===== config.mk =====
export PLATFORM = sky130hd
export DESIGN_NAME = coc_top
export DESIGN_NICKNAME = d
export VERILOG_FILES = /design/src/verilog/coc_pkg.sv /design/src/verilog/coc_top.sv
export VERILOG_INCLUDE_DIRS = /design/src /design/src/verilog
export SDC_FILE = /design/constraint.sdc
export NUM_CORES = 1
export LEC_CHECK = 0
export BUFFER_PORTS_ARGS = -buffer_cell sky130_fd_sc_hd__buf_2
export CORE_ASPECT_RATIO = 1.5
export CORE_MARGIN = 2
export CORE_UTILIZATION = 45
export DETAILED_ROUTE_END_ITERATION = 8
export GPL_ROUTABILITY_DRIVEN = 1
export GPL_TIMING_DRIVEN = 0
export PLACE_DENSITY_LB_ADDON = 0.1
export SETUP_SLACK_MARGIN = 0.02
export SKIP_LAST_GASP = 1
export SYNTH_ARGS = -nofsm -noshare
export SYNTH_HDL_FRONTEND = slang
export SYNTH_SLANG_ARGS = --single-unit

===== constraint.sdc =====
create_clock -name pclk -period 2.4 [get_ports pclk]
set_input_delay 0.48 -clock pclk [delete_from_list [all_inputs] [get_ports pclk]]
set_output_delay 0.48 -clock pclk [all_outputs]
set_load 0.01 [all_outputs]

===== src/verilog/coc_defs.svh =====
`ifndef COC_DEFS_SVH
`define COC_DEFS_SVH
// apb register offsets
`define COC_OFF_CHAN_PD     12'h000
`define COC_OFF_OUT_PD      12'h004
`define COC_OFF_OUT_EN      12'h008
`define COC_OFF_OUT_STYLE   12'h00c
`define COC_OFF_OUT_AMP     12'h010
`define COC_OFF_REF_SEL     12'h014
`define COC_OFF_REF_BIAS    12'h018
`define COC_OFF_REF_CTRL    12'h01c
`define COC_OFF_STATUS      12'h020
`define COC_OFF_OSC         12'h024
// field positions in reference control
`define COC_CTRL_BIAS_TYPE  0
`define COC_CTRL_CONT       1
`define COC_CTRL_START      2
`define COC_CTRL_CNT_LSB    8
// field positions in oscillator control
`define COC_OSC_PWR_ON      0
`define COC_OSC_STYLE       1
`define COC_OSC_AMP_LSB     2
// reset values
`define COC_RST_PULSES      8'h01
`define COC_RST_AMP         16'h5555
`define COC_RST_REF_AMP     14'h1555
// divider from pclk to reference pulse toggling
`define COC_REF_HALF_DIV    8'h04
`endif


===== src/verilog/coc_pkg.sv =====
package coc_pkg;
   typedef enum logic [2:0] {
      COC_IDLE = 3'b001,
      COC_RUN  = 3'b010,
      COC_DONE = 3'b100
   } coc_seq_t;
   // driver state: off, static low, toggling, crosspoint bias
   typedef enum logic [1:0] {
      COC_DRV_OFF  = 2'h0,
      COC_DRV_LOW  = 2'h1,
      COC_DRV_RUN  = 2'h2,
      COC_DRV_MID  = 2'h3
   } coc_drv_t;
   typedef logic [1:0] coc_amp_t;
endpackage


===== src/verilog/coc_top.sv =====
// Register access over APB and the register offsets were chosen for this implementation.
`timescale 1ns/10ps
`include "coc_defs.svh"
module coc_top #(
   parameter int NCLK = 8,
   parameter int NREF = 7
) (
   input  wire logic                    pclk,
   input  wire logic                    presetn,
   input  wire logic                    psel,
   input  wire logic                    penable,
   input  wire logic                    pwrite,
   input  wire logic [11:0]             paddr,
   input  wire logic [31:0]             pwdata,
   output logic      [31:0]             prdata,
   output logic                         pready,
   output logic                         pslverr,
   input  wire logic [NCLK-1:0]         channel_clock_in,
   output logic      [NCLK-1:0]         channel_clock_out,
   output logic      [NCLK-1:0]         clock_out_on,
   output logic      [2*NCLK-1:0]       clock_out_mv_code,
   output logic      [NCLK-1:0]         clock_out_style,
   output logic      [NREF-1:0]         channel_reference_out,
   output coc_pkg::coc_drv_t [NREF-1:0] reference_drive,
   output logic      [2*NREF-1:0]       reference_mv_code,
   output logic      [NREF-1:0]         reference_style,
   output logic                         oscillator_output,
   input  wire logic                    oscillator_clock_out,
   output logic      [1:0]              oscillator_mv_code,
   output logic                         oscillator_style
);
   import coc_pkg::*;

   // clock outputs A0 A1 B0 B1 C D E0 E1; reference A0 A1 A2 B0 B1 C D
   localparam logic [4*NREF-1:0] REF_CHAN = 28'h3211000;
   localparam logic [4*NCLK-1:0] CLK_CHAN = 32'h44321100;
   // first clock output of each reference's channel: A0 B0 C D
   localparam logic [4*NREF-1:0] REF_CLK  = 28'h5422000;

   logic [4:0]        chan_pd_q;
   logic [NCLK-1:0]   clk_pd_q;
   logic [NCLK+NREF-1:0] en_q;
   logic [NCLK+NREF-1:0] style_q;
   logic [2*NCLK-1:0] clk_amp_q;
   logic [2*NREF-1:0] ref_amp_q;
   logic [NREF-1:0]   ref_sel_q;
   logic [NREF-1:0]   ref_bias_q;
   logic              bias_type_q;
   logic              cont_q;
   logic [7:0]        pulses_q;
   logic              start_q;
   logic [3:0]        osc_q;
   coc_seq_t          seq_q;
   logic [7:0]        cnt_q;
   logic [7:0]        div_q;
   logic              ref_tgl_q;
   logic [1:0]        clk_meta_q [NCLK];
   logic [NCLK-1:0]   clk_s;
   logic [1:0]        osc_meta_q;
   logic              wr_en;
   logic              half_tick;

   function automatic logic [2:0] chan_of(input logic [3:0] c);
      return c[2:0];
   endfunction

   assign wr_en   = psel && penable && pwrite;
   assign pready  = 1'b1;
   assign pslverr = 1'b0;

   always_ff @(posedge pclk or negedge presetn) begin
      if (!presetn) begin
         chan_pd_q   <= 5'h00;
         clk_pd_q    <= '0;
         en_q        <= '0;
         style_q     <= '0;
         clk_amp_q   <= `COC_RST_AMP;
         ref_amp_q   <= `COC_RST_REF_AMP;
         ref_sel_q   <= '0;
         ref_bias_q  <= '0;
         bias_type_q <= 1'b0;
         cont_q      <= 1'b0;
         pulses_q    <= `COC_RST_PULSES;
         osc_q       <= 4'h0;
      end else if (wr_en) begin
         if (paddr == `COC_OFF_CHAN_PD) begin
            chan_pd_q <= pwdata[4:0];
         end else if (paddr == `COC_OFF_OUT_PD) begin
            clk_pd_q <= pwdata[NCLK-1:0];
         end else if (paddr == `COC_OFF_OUT_EN) begin
            en_q <= pwdata[NCLK+NREF-1:0];
         end else if (paddr == `COC_OFF_OUT_STYLE) begin
            style_q <= pwdata[NCLK+NREF-1:0];
         end else if (paddr == `COC_OFF_OUT_AMP) begin
            clk_amp_q <= pwdata[2*NCLK-1:0];
            ref_amp_q <= pwdata[2*NCLK+2*NREF-1:2*NCLK];
         end else if (paddr == `COC_OFF_REF_SEL) begin
            ref_sel_q <= pwdata[NREF-1:0];
         end else if (paddr == `COC_OFF_REF_BIAS) begin
            ref_bias_q <= pwdata[NREF-1:0];
         end else if (paddr == `COC_OFF_REF_CTRL) begin
            bias_type_q <= pwdata[`COC_CTRL_BIAS_TYPE];
            cont_q      <= pwdata[`COC_CTRL_CONT];
            // zero pulse count is not allowed
            pulses_q    <= (pwdata[`COC_CTRL_CNT_LSB+:8] == 8'h00) ?
                           8'h01 : pwdata[`COC_CTRL_CNT_LSB+:8];
         end else if (paddr == `COC_OFF_OSC) begin
            osc_q <= pwdata[3:0];
         end
      end
   end

   // start is a self-clearing command bit
   always_ff @(posedge pclk or negedge presetn) begin
      if (!presetn) begin
         start_q <= 1'b0;
      end else begin
         start_q <= wr_en && (paddr == `COC_OFF_REF_CTRL) &&
                    pwdata[`COC_CTRL_START];
      end
   end

   always_comb begin
      prdata = 32'h0000_0000;
      if (paddr == `COC_OFF_CHAN_PD) begin
         prdata[4:0] = chan_pd_q;
      end else if (paddr == `COC_OFF_OUT_PD) begin
         prdata[NCLK-1:0] = clk_pd_q;
      end else if (paddr == `COC_OFF_OUT_EN) begin
         prdata[NCLK+NREF-1:0] = en_q;
      end else if (paddr == `COC_OFF_OUT_STYLE) begin
         prdata[NCLK+NREF-1:0] = style_q;
      end else if (paddr == `COC_OFF_OUT_AMP) begin
         prdata[2*NCLK+2*NREF-1:0] = {ref_amp_q, clk_amp_q};
      end else if (paddr == `COC_OFF_REF_SEL) begin
         prdata[NREF-1:0] = ref_sel_q;
      end else if (paddr == `COC_OFF_REF_BIAS) begin
         prdata[NREF-1:0] = ref_bias_q;
      end else if (paddr == `COC_OFF_REF_CTRL) begin
         prdata[`COC_CTRL_BIAS_TYPE] = bias_type_q;
         prdata[`COC_CTRL_CONT]      = cont_q;
         prdata[`COC_CTRL_CNT_LSB+:8] = pulses_q;
      end else if (paddr == `COC_OFF_STATUS) begin
         prdata[2:0]  = seq_q;
         prdata[15:8] = cnt_q;
      end else if (paddr == `COC_OFF_OSC) begin
         prdata[3:0] = osc_q;
      end
   end

   // reference pulse rate from a pclk divider
   assign half_tick = (div_q == `COC_REF_HALF_DIV - 8'h01);

   always_ff @(posedge pclk or negedge presetn) begin
      if (!presetn) begin
         div_q <= 8'h00;
      end else if (seq_q != COC_RUN || half_tick) begin
         div_q <= 8'h00;
      end else begin
         div_q <= div_q + 8'h01;
      end
   end

   always_ff @(posedge pclk or negedge presetn) begin
      if (!presetn) begin
         seq_q     <= COC_IDLE;
         cnt_q     <= 8'h00;
         ref_tgl_q <= 1'b0;
      end else begin
         case (seq_q)
            COC_IDLE, COC_DONE: begin
               ref_tgl_q <= 1'b0;
               if (start_q) begin
                  seq_q <= COC_RUN;
                  cnt_q <= 8'h00;
               end
            end
            COC_RUN: begin
               if (half_tick) begin
                  ref_tgl_q <= ~ref_tgl_q;
                  if (ref_tgl_q && !cont_q) begin
                     cnt_q <= cnt_q + 8'h01;
                     if (cnt_q + 8'h01 == pulses_q) begin
                        seq_q <= COC_DONE;
                     end
                  end
               end
            end
            default: begin
               seq_q <= COC_IDLE;
            end
         endcase
      end
   end

   for (genvar i = 0; i < NCLK; i++) begin : g_sync
      always_ff @(posedge pclk or negedge presetn) begin
         if (!presetn) begin
            clk_meta_q[i] <= 2'b00;
         end else begin
            clk_meta_q[i] <= {clk_meta_q[i][0], channel_clock_in[i]};
         end
      end
      assign clk_s[i] = clk_meta_q[i][1];
   end

   always_ff @(posedge pclk or negedge presetn) begin
      if (!presetn) begin
         osc_meta_q <= 2'b00;
      end else begin
         osc_meta_q <= {osc_meta_q[0], oscillator_clock_out};
      end
   end

   // clock outputs, including channel E which has no reference path
   for (genvar i = 0; i < NCLK; i++) begin : g_clk
      logic on;
      assign on = !clk_pd_q[i] &&
                  !chan_pd_q[chan_of(CLK_CHAN[4*i+:4])];
      always_ff @(posedge pclk or negedge presetn) begin
         if (!presetn) begin
            channel_clock_out[i] <= 1'b0;
            clock_out_on[i]      <= 1'b0;
            clock_out_mv_code[2*i+:2] <= 2'b00;
            clock_out_style[i]   <= 1'b0;
         end else begin
            clock_out_on[i]      <= on;
            channel_clock_out[i] <= on && en_q[i] && clk_s[i];
            clock_out_mv_code[2*i+:2] <= (on && en_q[i]) ?
                                         clk_amp_q[2*i+:2] : 2'b00;
            clock_out_style[i]   <= style_q[i];
         end
      end
   end

   // reference outputs of channels A to D
   for (genvar r = 0; r < NREF; r++) begin : g_ref
      logic     ch_on;
      logic     en;
      coc_drv_t drv;
      assign ch_on = !chan_pd_q[chan_of(REF_CHAN[4*r+:4])];
      assign en    = en_q[NCLK+r];
      always_comb begin
         drv = COC_DRV_OFF;
         if (!ch_on) begin
            drv = COC_DRV_OFF;
         end else if (ref_sel_q[r]) begin
            if (seq_q == COC_RUN && !(bias_type_q && ref_bias_q[r])) begin
               drv = COC_DRV_RUN;
            end else if (bias_type_q || ref_bias_q[r]) begin
               drv = COC_DRV_MID;
            end else begin
               drv = COC_DRV_LOW;
            end
         end else begin
            drv = en ? COC_DRV_RUN : COC_DRV_LOW;
         end
      end
      always_ff @(posedge pclk or negedge presetn) begin
         if (!presetn) begin
            reference_drive[r]       <= COC_DRV_OFF;
            channel_reference_out[r] <= 1'b0;
            reference_mv_code[2*r+:2] <= 2'b00;
            reference_style[r]       <= 1'b0;
         end else begin
            reference_drive[r] <= drv;
            channel_reference_out[r] <= (drv == COC_DRV_RUN) &&
               (ref_sel_q[r] ? ref_tgl_q :
                clk_s[REF_CLK[4*r+:3]]);
            reference_mv_code[2*r+:2] <= (drv == COC_DRV_RUN) ?
                                         ref_amp_q[2*r+:2] : 2'b00;
            reference_style[r] <= style_q[NCLK+r];
         end
      end
   end

   // oscillator output; codes 01 and 10 both give 500 mV
   always_ff @(posedge pclk or negedge presetn) begin
      if (!presetn) begin
         oscillator_output  <= 1'b0;
         oscillator_mv_code <= 2'b00;
         oscillator_style   <= 1'b0;
      end else begin
         oscillator_output  <= osc_q[`COC_OSC_PWR_ON] && osc_meta_q[1];
         oscillator_mv_code <= osc_q[`COC_OSC_AMP_LSB+:2];
         oscillator_style   <= osc_q[`COC_OSC_STYLE];
      end
   end

   counted_end_a: assert property (@(posedge pclk) disable iff (!presetn)
      seq_q == COC_RUN && half_tick && ref_tgl_q && !cont_q &&
      cnt_q + 8'h01 == pulses_q |=> seq_q == COC_DONE)
      else $error("counted event did not finish");
   start_run_a: assert property (@(posedge pclk) disable iff (!presetn)
      start_q && seq_q != COC_RUN |=> seq_q == COC_RUN)
      else $error("event did not start");
   cont_stay_a: assert property (@(posedge pclk) disable iff (!presetn)
      seq_q == COC_RUN && cont_q |=> seq_q == COC_RUN)
      else $error("continuous mode stopped");
   clk_pd_off_a: assert property (@(posedge pclk) disable iff (!presetn)
      clk_pd_q[0] |=> !clock_out_on[0] && !channel_clock_out[0])
      else $error("powered-down clock output active");
   clk_dis_low_a: assert property (@(posedge pclk) disable iff (!presetn)
      !en_q[1] |=> !channel_clock_out[1])
      else $error("disabled clock output not low");
   ref_idle_a: assert property (@(posedge pclk) disable iff (!presetn)
      ref_sel_q[0] && seq_q != COC_RUN |=>
      reference_drive[0] != COC_DRV_RUN)
      else $error("reference on outside event");
   ref_bias_a: assert property (@(posedge pclk) disable iff (!presetn)
      ref_sel_q[2] && !chan_pd_q[0] && ref_bias_q[2] && seq_q != COC_RUN
      |=> reference_drive[2] == COC_DRV_MID)
      else $error("line bias not at midpoint");
   ref_mid_hold_a: assert property (@(posedge pclk) disable iff (!presetn)
      ref_sel_q[3] && !chan_pd_q[1] && bias_type_q && ref_bias_q[3]
      |=> reference_drive[3] == COC_DRV_MID)
      else $error("crosspoint not held");
   ref_low_a: assert property (@(posedge pclk) disable iff (!presetn)
      ref_sel_q[4] && !chan_pd_q[1] && !bias_type_q && !ref_bias_q[4] &&
      seq_q != COC_RUN |=> reference_drive[4] == COC_DRV_LOW)
      else $error("reference not static low");
   osc_off_a: assert property (@(posedge pclk) disable iff (!presetn)
      !osc_q[`COC_OSC_PWR_ON] |=> !oscillator_output)
      else $error("oscillator output not off");

   event_done_c: cover property (@(posedge pclk) disable iff (!presetn)
      seq_q == COC_RUN ##1 seq_q == COC_DONE);
   ref_run_c: cover property (@(posedge pclk) disable iff (!presetn)
      reference_drive[0] == COC_DRV_RUN && ref_sel_q[0]);
   mid_c: cover property (@(posedge pclk) disable iff (!presetn)
      reference_drive[5] == COC_DRV_MID);
endmodule


==> results.py <==
metrics = {
    "global_route": {
        "antenna_found_initial": 0,
        "grt_max_degree": 123,
        "grt_pass1_wl_um": 42100,
        "grt_overflow": 0,
        "track_usage_pct": 24.7,
        "grt_pass1_vias": 7128,
    },
    "cells_and_area": {
        "num-nets-final": 1056,
        "syn_to_final_growth_pct": 28.1,
        "diodes": 0,
        "layout_common_cells": "204 x dfrtp_1, 167 x buf_2, 99 x mux2_2",
        "utilization_pct": 58.4,
        "layout_commonest_cell": "dfrtp_1",
        "drive_gt1_share_pct": 43.0,
    },
    "placed_design": {
        "place_hpwl_um": 19600,
        "port_buffers": 171,
        "gp_congestion": 0.893,
    },
    "route": {
        "totalWireLength_um": 27300,
        "dr.pass1.iters": 6,
        "drc": 0,
        "drtIter0Drc": 402,
        "dr_total_vias": 7132,
        "wire_per_inst_um": 21.4,
        "ant_nets": 0,
        "vias_per_cell": 5.57,
    },
    "yosys": {
        "yosysSeqAreaShare_pct": 59.6,
        "yosys_warnings": 0,
        "yosysUniqueCellTypes": 60,
        "synth_seq_cells": 226,
        "synth-simple-area-share_pct": 14.0,
        "synthesis.area_mm2": 0.00952,
        "synth.avg_cell_area_um2": 12.1,
        "synth_edf_count": 0,
        "ys_dominant_reg_cell": "dfrtp_1",
        "synthMuxAreaShare_pct": 14.3,
        "synth_fa_ha_area_share_pct": 0.263,
        "synth_compound_area_share_pct": 8.09,
        "synth_top_family_by_area": "multiplexers",
        "synthCells": 785,
        "async_reset_ff_share_pct": 100,
        "synth-xor-area-share_pct": 1.29,
    },
    "clock_tree": {
        "cts.sinks": 226,
        "clk_path_buf_depth": 3,
        "clk_pin_slew_ns": 0.06,
        "root_buffer": "clkbuf_16",
        "h-tree-depth": 1,
        "postCtsHoldBufs": 0,
        "clock_latency_ns": 0.51,
        "cts_tree": "built",
        "numCtsBuffers": 22,
    },
    "floorplanning": {
        "dieArea_mm2": 0.0224,
        "ios": 178,
        "core_mm2": 0.0209,
        "fp-row-count": 65,
        "die_h_um": 182,
        "start_util_pct": 45.6,
        "dieWidth_um": 123,
    },
    "worst_setup_path": {
        "cp.arrival_ns": 2.00,
        "worst-path-max-fanout": 6,
        "critPathCaptureType": "output port",
        "crit_type": "in2out",
        "worstReg2RegStart": "cnt_q[0]",
        "startpoint_type": "input port",
        "cp.required_ns": 1.92,
        "rr_worst_depth": 6,
        "crit_start": "paddr[10]",
    },
    "run_status": {
        "violations": "negative setup slack",
        "outcome": "finished with violations",
    },
    "sta": {
        "holdWs_ns": 0.0000163,
        "worst_pin_slew_ns": 1.31,
        "rsz0062_at_grt": "true",
        "finClkSkew_ns": 0.00946,
        "period_share_pct": 103,
        "maxSlewHeadroom_pct": 12.2,
        "fin_crit_ns": 2.48,
        "setup_slack_ns": -0.0826,
        "max_freq_ghz": 0.403,
        "finalSetupViolCount": 15,
        "hold_viol_final": 0,
        "maxSlewViolCount": 0,
    },
    "pwr": {
        "power_density_mw_per_mm2": 644,
        "finalPower_mw": 7.86,
        "cellLeakagePower_nw": 6.10,
        "ir_drop_mv": 0.494,
    },
    "min_path": {
        "hold_path.class": "in2async",
    },
    "flow_run": {
        "drv_cap": 0,
    },
}
[stage by stage]
| step | area, µm² | cells | setup slack (ns) | setup TNS [ns] |
|---|---|---|---|---|
| global placement | 10700 | 1226 | -3.08 | -749.51 |
| floorplan | 9540 | 787 | -0.0966 | -1.33 |
| CTS | 12000 | 1279 | -0.136 | -0.946 |
| detailed placement | 10800 | 1227 | -1.35 | -85.35 |
| finish | 12200 | 1280 | -0.0826 | -0.458 |
| global route | 12200 | 1280 | -0.163 | -1.88 |
[cells by family (layout without fill, tap and decap cells)]
| logic type | count (synthesis) | after routing |
|---|---|---|
| other | 2 | 4 |
| buffers and inverters | 53 | 278 |
| DFF | 226 | 226 |
| xor gates and xnor gates | 14 | 14 |
| muxes | 122 | 122 |
| AOI/OAI and AO/OA | 115 | 115 |
| adders and majority gates | 2 | 2 |
| and+or+nand+nor | 251 | 251 |
[metal layers]
| metal | up-vias | wire (µm) | global-route usage (%) |
|---|---|---|---|
| li1 | 3217 | - | - |
| met1 | 3596 | 10300 | 30.2 |
| met2 | 266 | 14500 | 43.7 |
| met3 | 53 | 1450 | 3.53 |
| met4 | 0 | 1080 | 9.24 |
| met5 | - | 0 | 0 |
[power breakdown]
part / switching (mW) / total, mW / internal (mW)
Sequential: 0.0109 / 3.84 / 3.83
Clock: 1.45 / 3.70 / 2.24
Combinational: 0.216 / 0.319 / 0.103
Total: 1.68 / 7.86 / 6.18
[synthesized netlist by cell type, drive strengths merged (2+ instances only)]
cell	count	area share, %
mux2i	22	2.3
conb	2	0.079
a2bb2oi	2	0.18
o22a	2	0.18
inv	12	0.47
o31ai	8	0.63
a22oi	10	0.79
and2	35	2.3
clkbuf	26	1.0
or3b	2	0.18
and3	33	2.2
o21ai	28	1.5
o22ai	3	0.20
xor2	6	0.55
nor3b	3	0.35
a32oi	2	0.18
dfrtp	209	55
nand2b	5	0.33
nand4	5	0.33
nor4b	2	0.18
nand2	41	1.6
a21oi	17	0.89
nor2	59	2.4
nor2b	20	1.3
mux2	99	12
a22o	2	0.18
or2	2	0.13
nor3	19	1.1
dfstp	17	4.7
a221oi	5	0.46
nand3	13	0.68
a31oi	9	0.59
ha	2	0.26
xnor2	8	0.74
a211oi	10	0.79
nor4	7	0.53
buf	15	0.89
o32a	2	0.21
o211ai	2	0.16
o221ai	7	0.64
[worst max-delay path, stage by stage]
cell and delay [ns]:
buf_6 0.09, nor4_4 0.39, nand2_2 0.19, nor3_4 0.15, buf_6 0.17, clkbuf_16 0.19, nand2_4 0.07, o31ai_4 0.07
buf_2 0.19
[what timing repair did]
| item | 4_1_cts | 5_1_grt |
|---|---|---|
| pin swaps | 23 | 15 |
| resized for setup | 100 | 39 |
| setup endpoints to repair | 131 | 91 |
| buffers inserted | 13 | 3 |
| cloned | 1 | 0 |
[layout make-up]
| cell class | count | area (µm²) |
|---|---|---|
| Sequential cell | 226 | 5680 |
| Tap cell | 268 | 335 |
| Fill cell | 1770 | 8700 |
| Inverter | 12 | 45.0 |
| Clock inverter | 7 | 120 |
| Multi-Input combinational cell | 508 | 3990 |
| Buffer | 37 | 274 |
| Timing Repair Buffer | 189 | 1090 |
| Clock buffer | 33 | 663 |
[final timing paths]
path	end	slack (ns)
max reg2reg	seq_q[1]	0.22
min	channel_clock_out[3]	0.00002
min in group pclk	clk_meta_q[2]	0.07
max in group asynchronous	bias_type_q	1.27
min reg2reg	clk_meta_q[1]	0.35
max	prdata[6]	-0.08
[state kept, by name (all words and copies together), names as in the netlist, 4 cells and up]
name,cells
clk_amp_q,16
clk_meta_q,16
clock_out_mv_code,16
en_q,15
style_q,15
ref_amp_q,14
reference_drive,14
reference_mv_code,14
channel_clock_out,8
clk_pd_q,8
clock_out_on,8
clock_out_style,8
cnt_q,8
div_q,8
pulses_q,8
channel_reference_out,7
ref_bias_q,7
ref_sel_q,7
reference_style,7
chan_pd_q,5
osc_q,4
(Power assumes the default switching activity.)
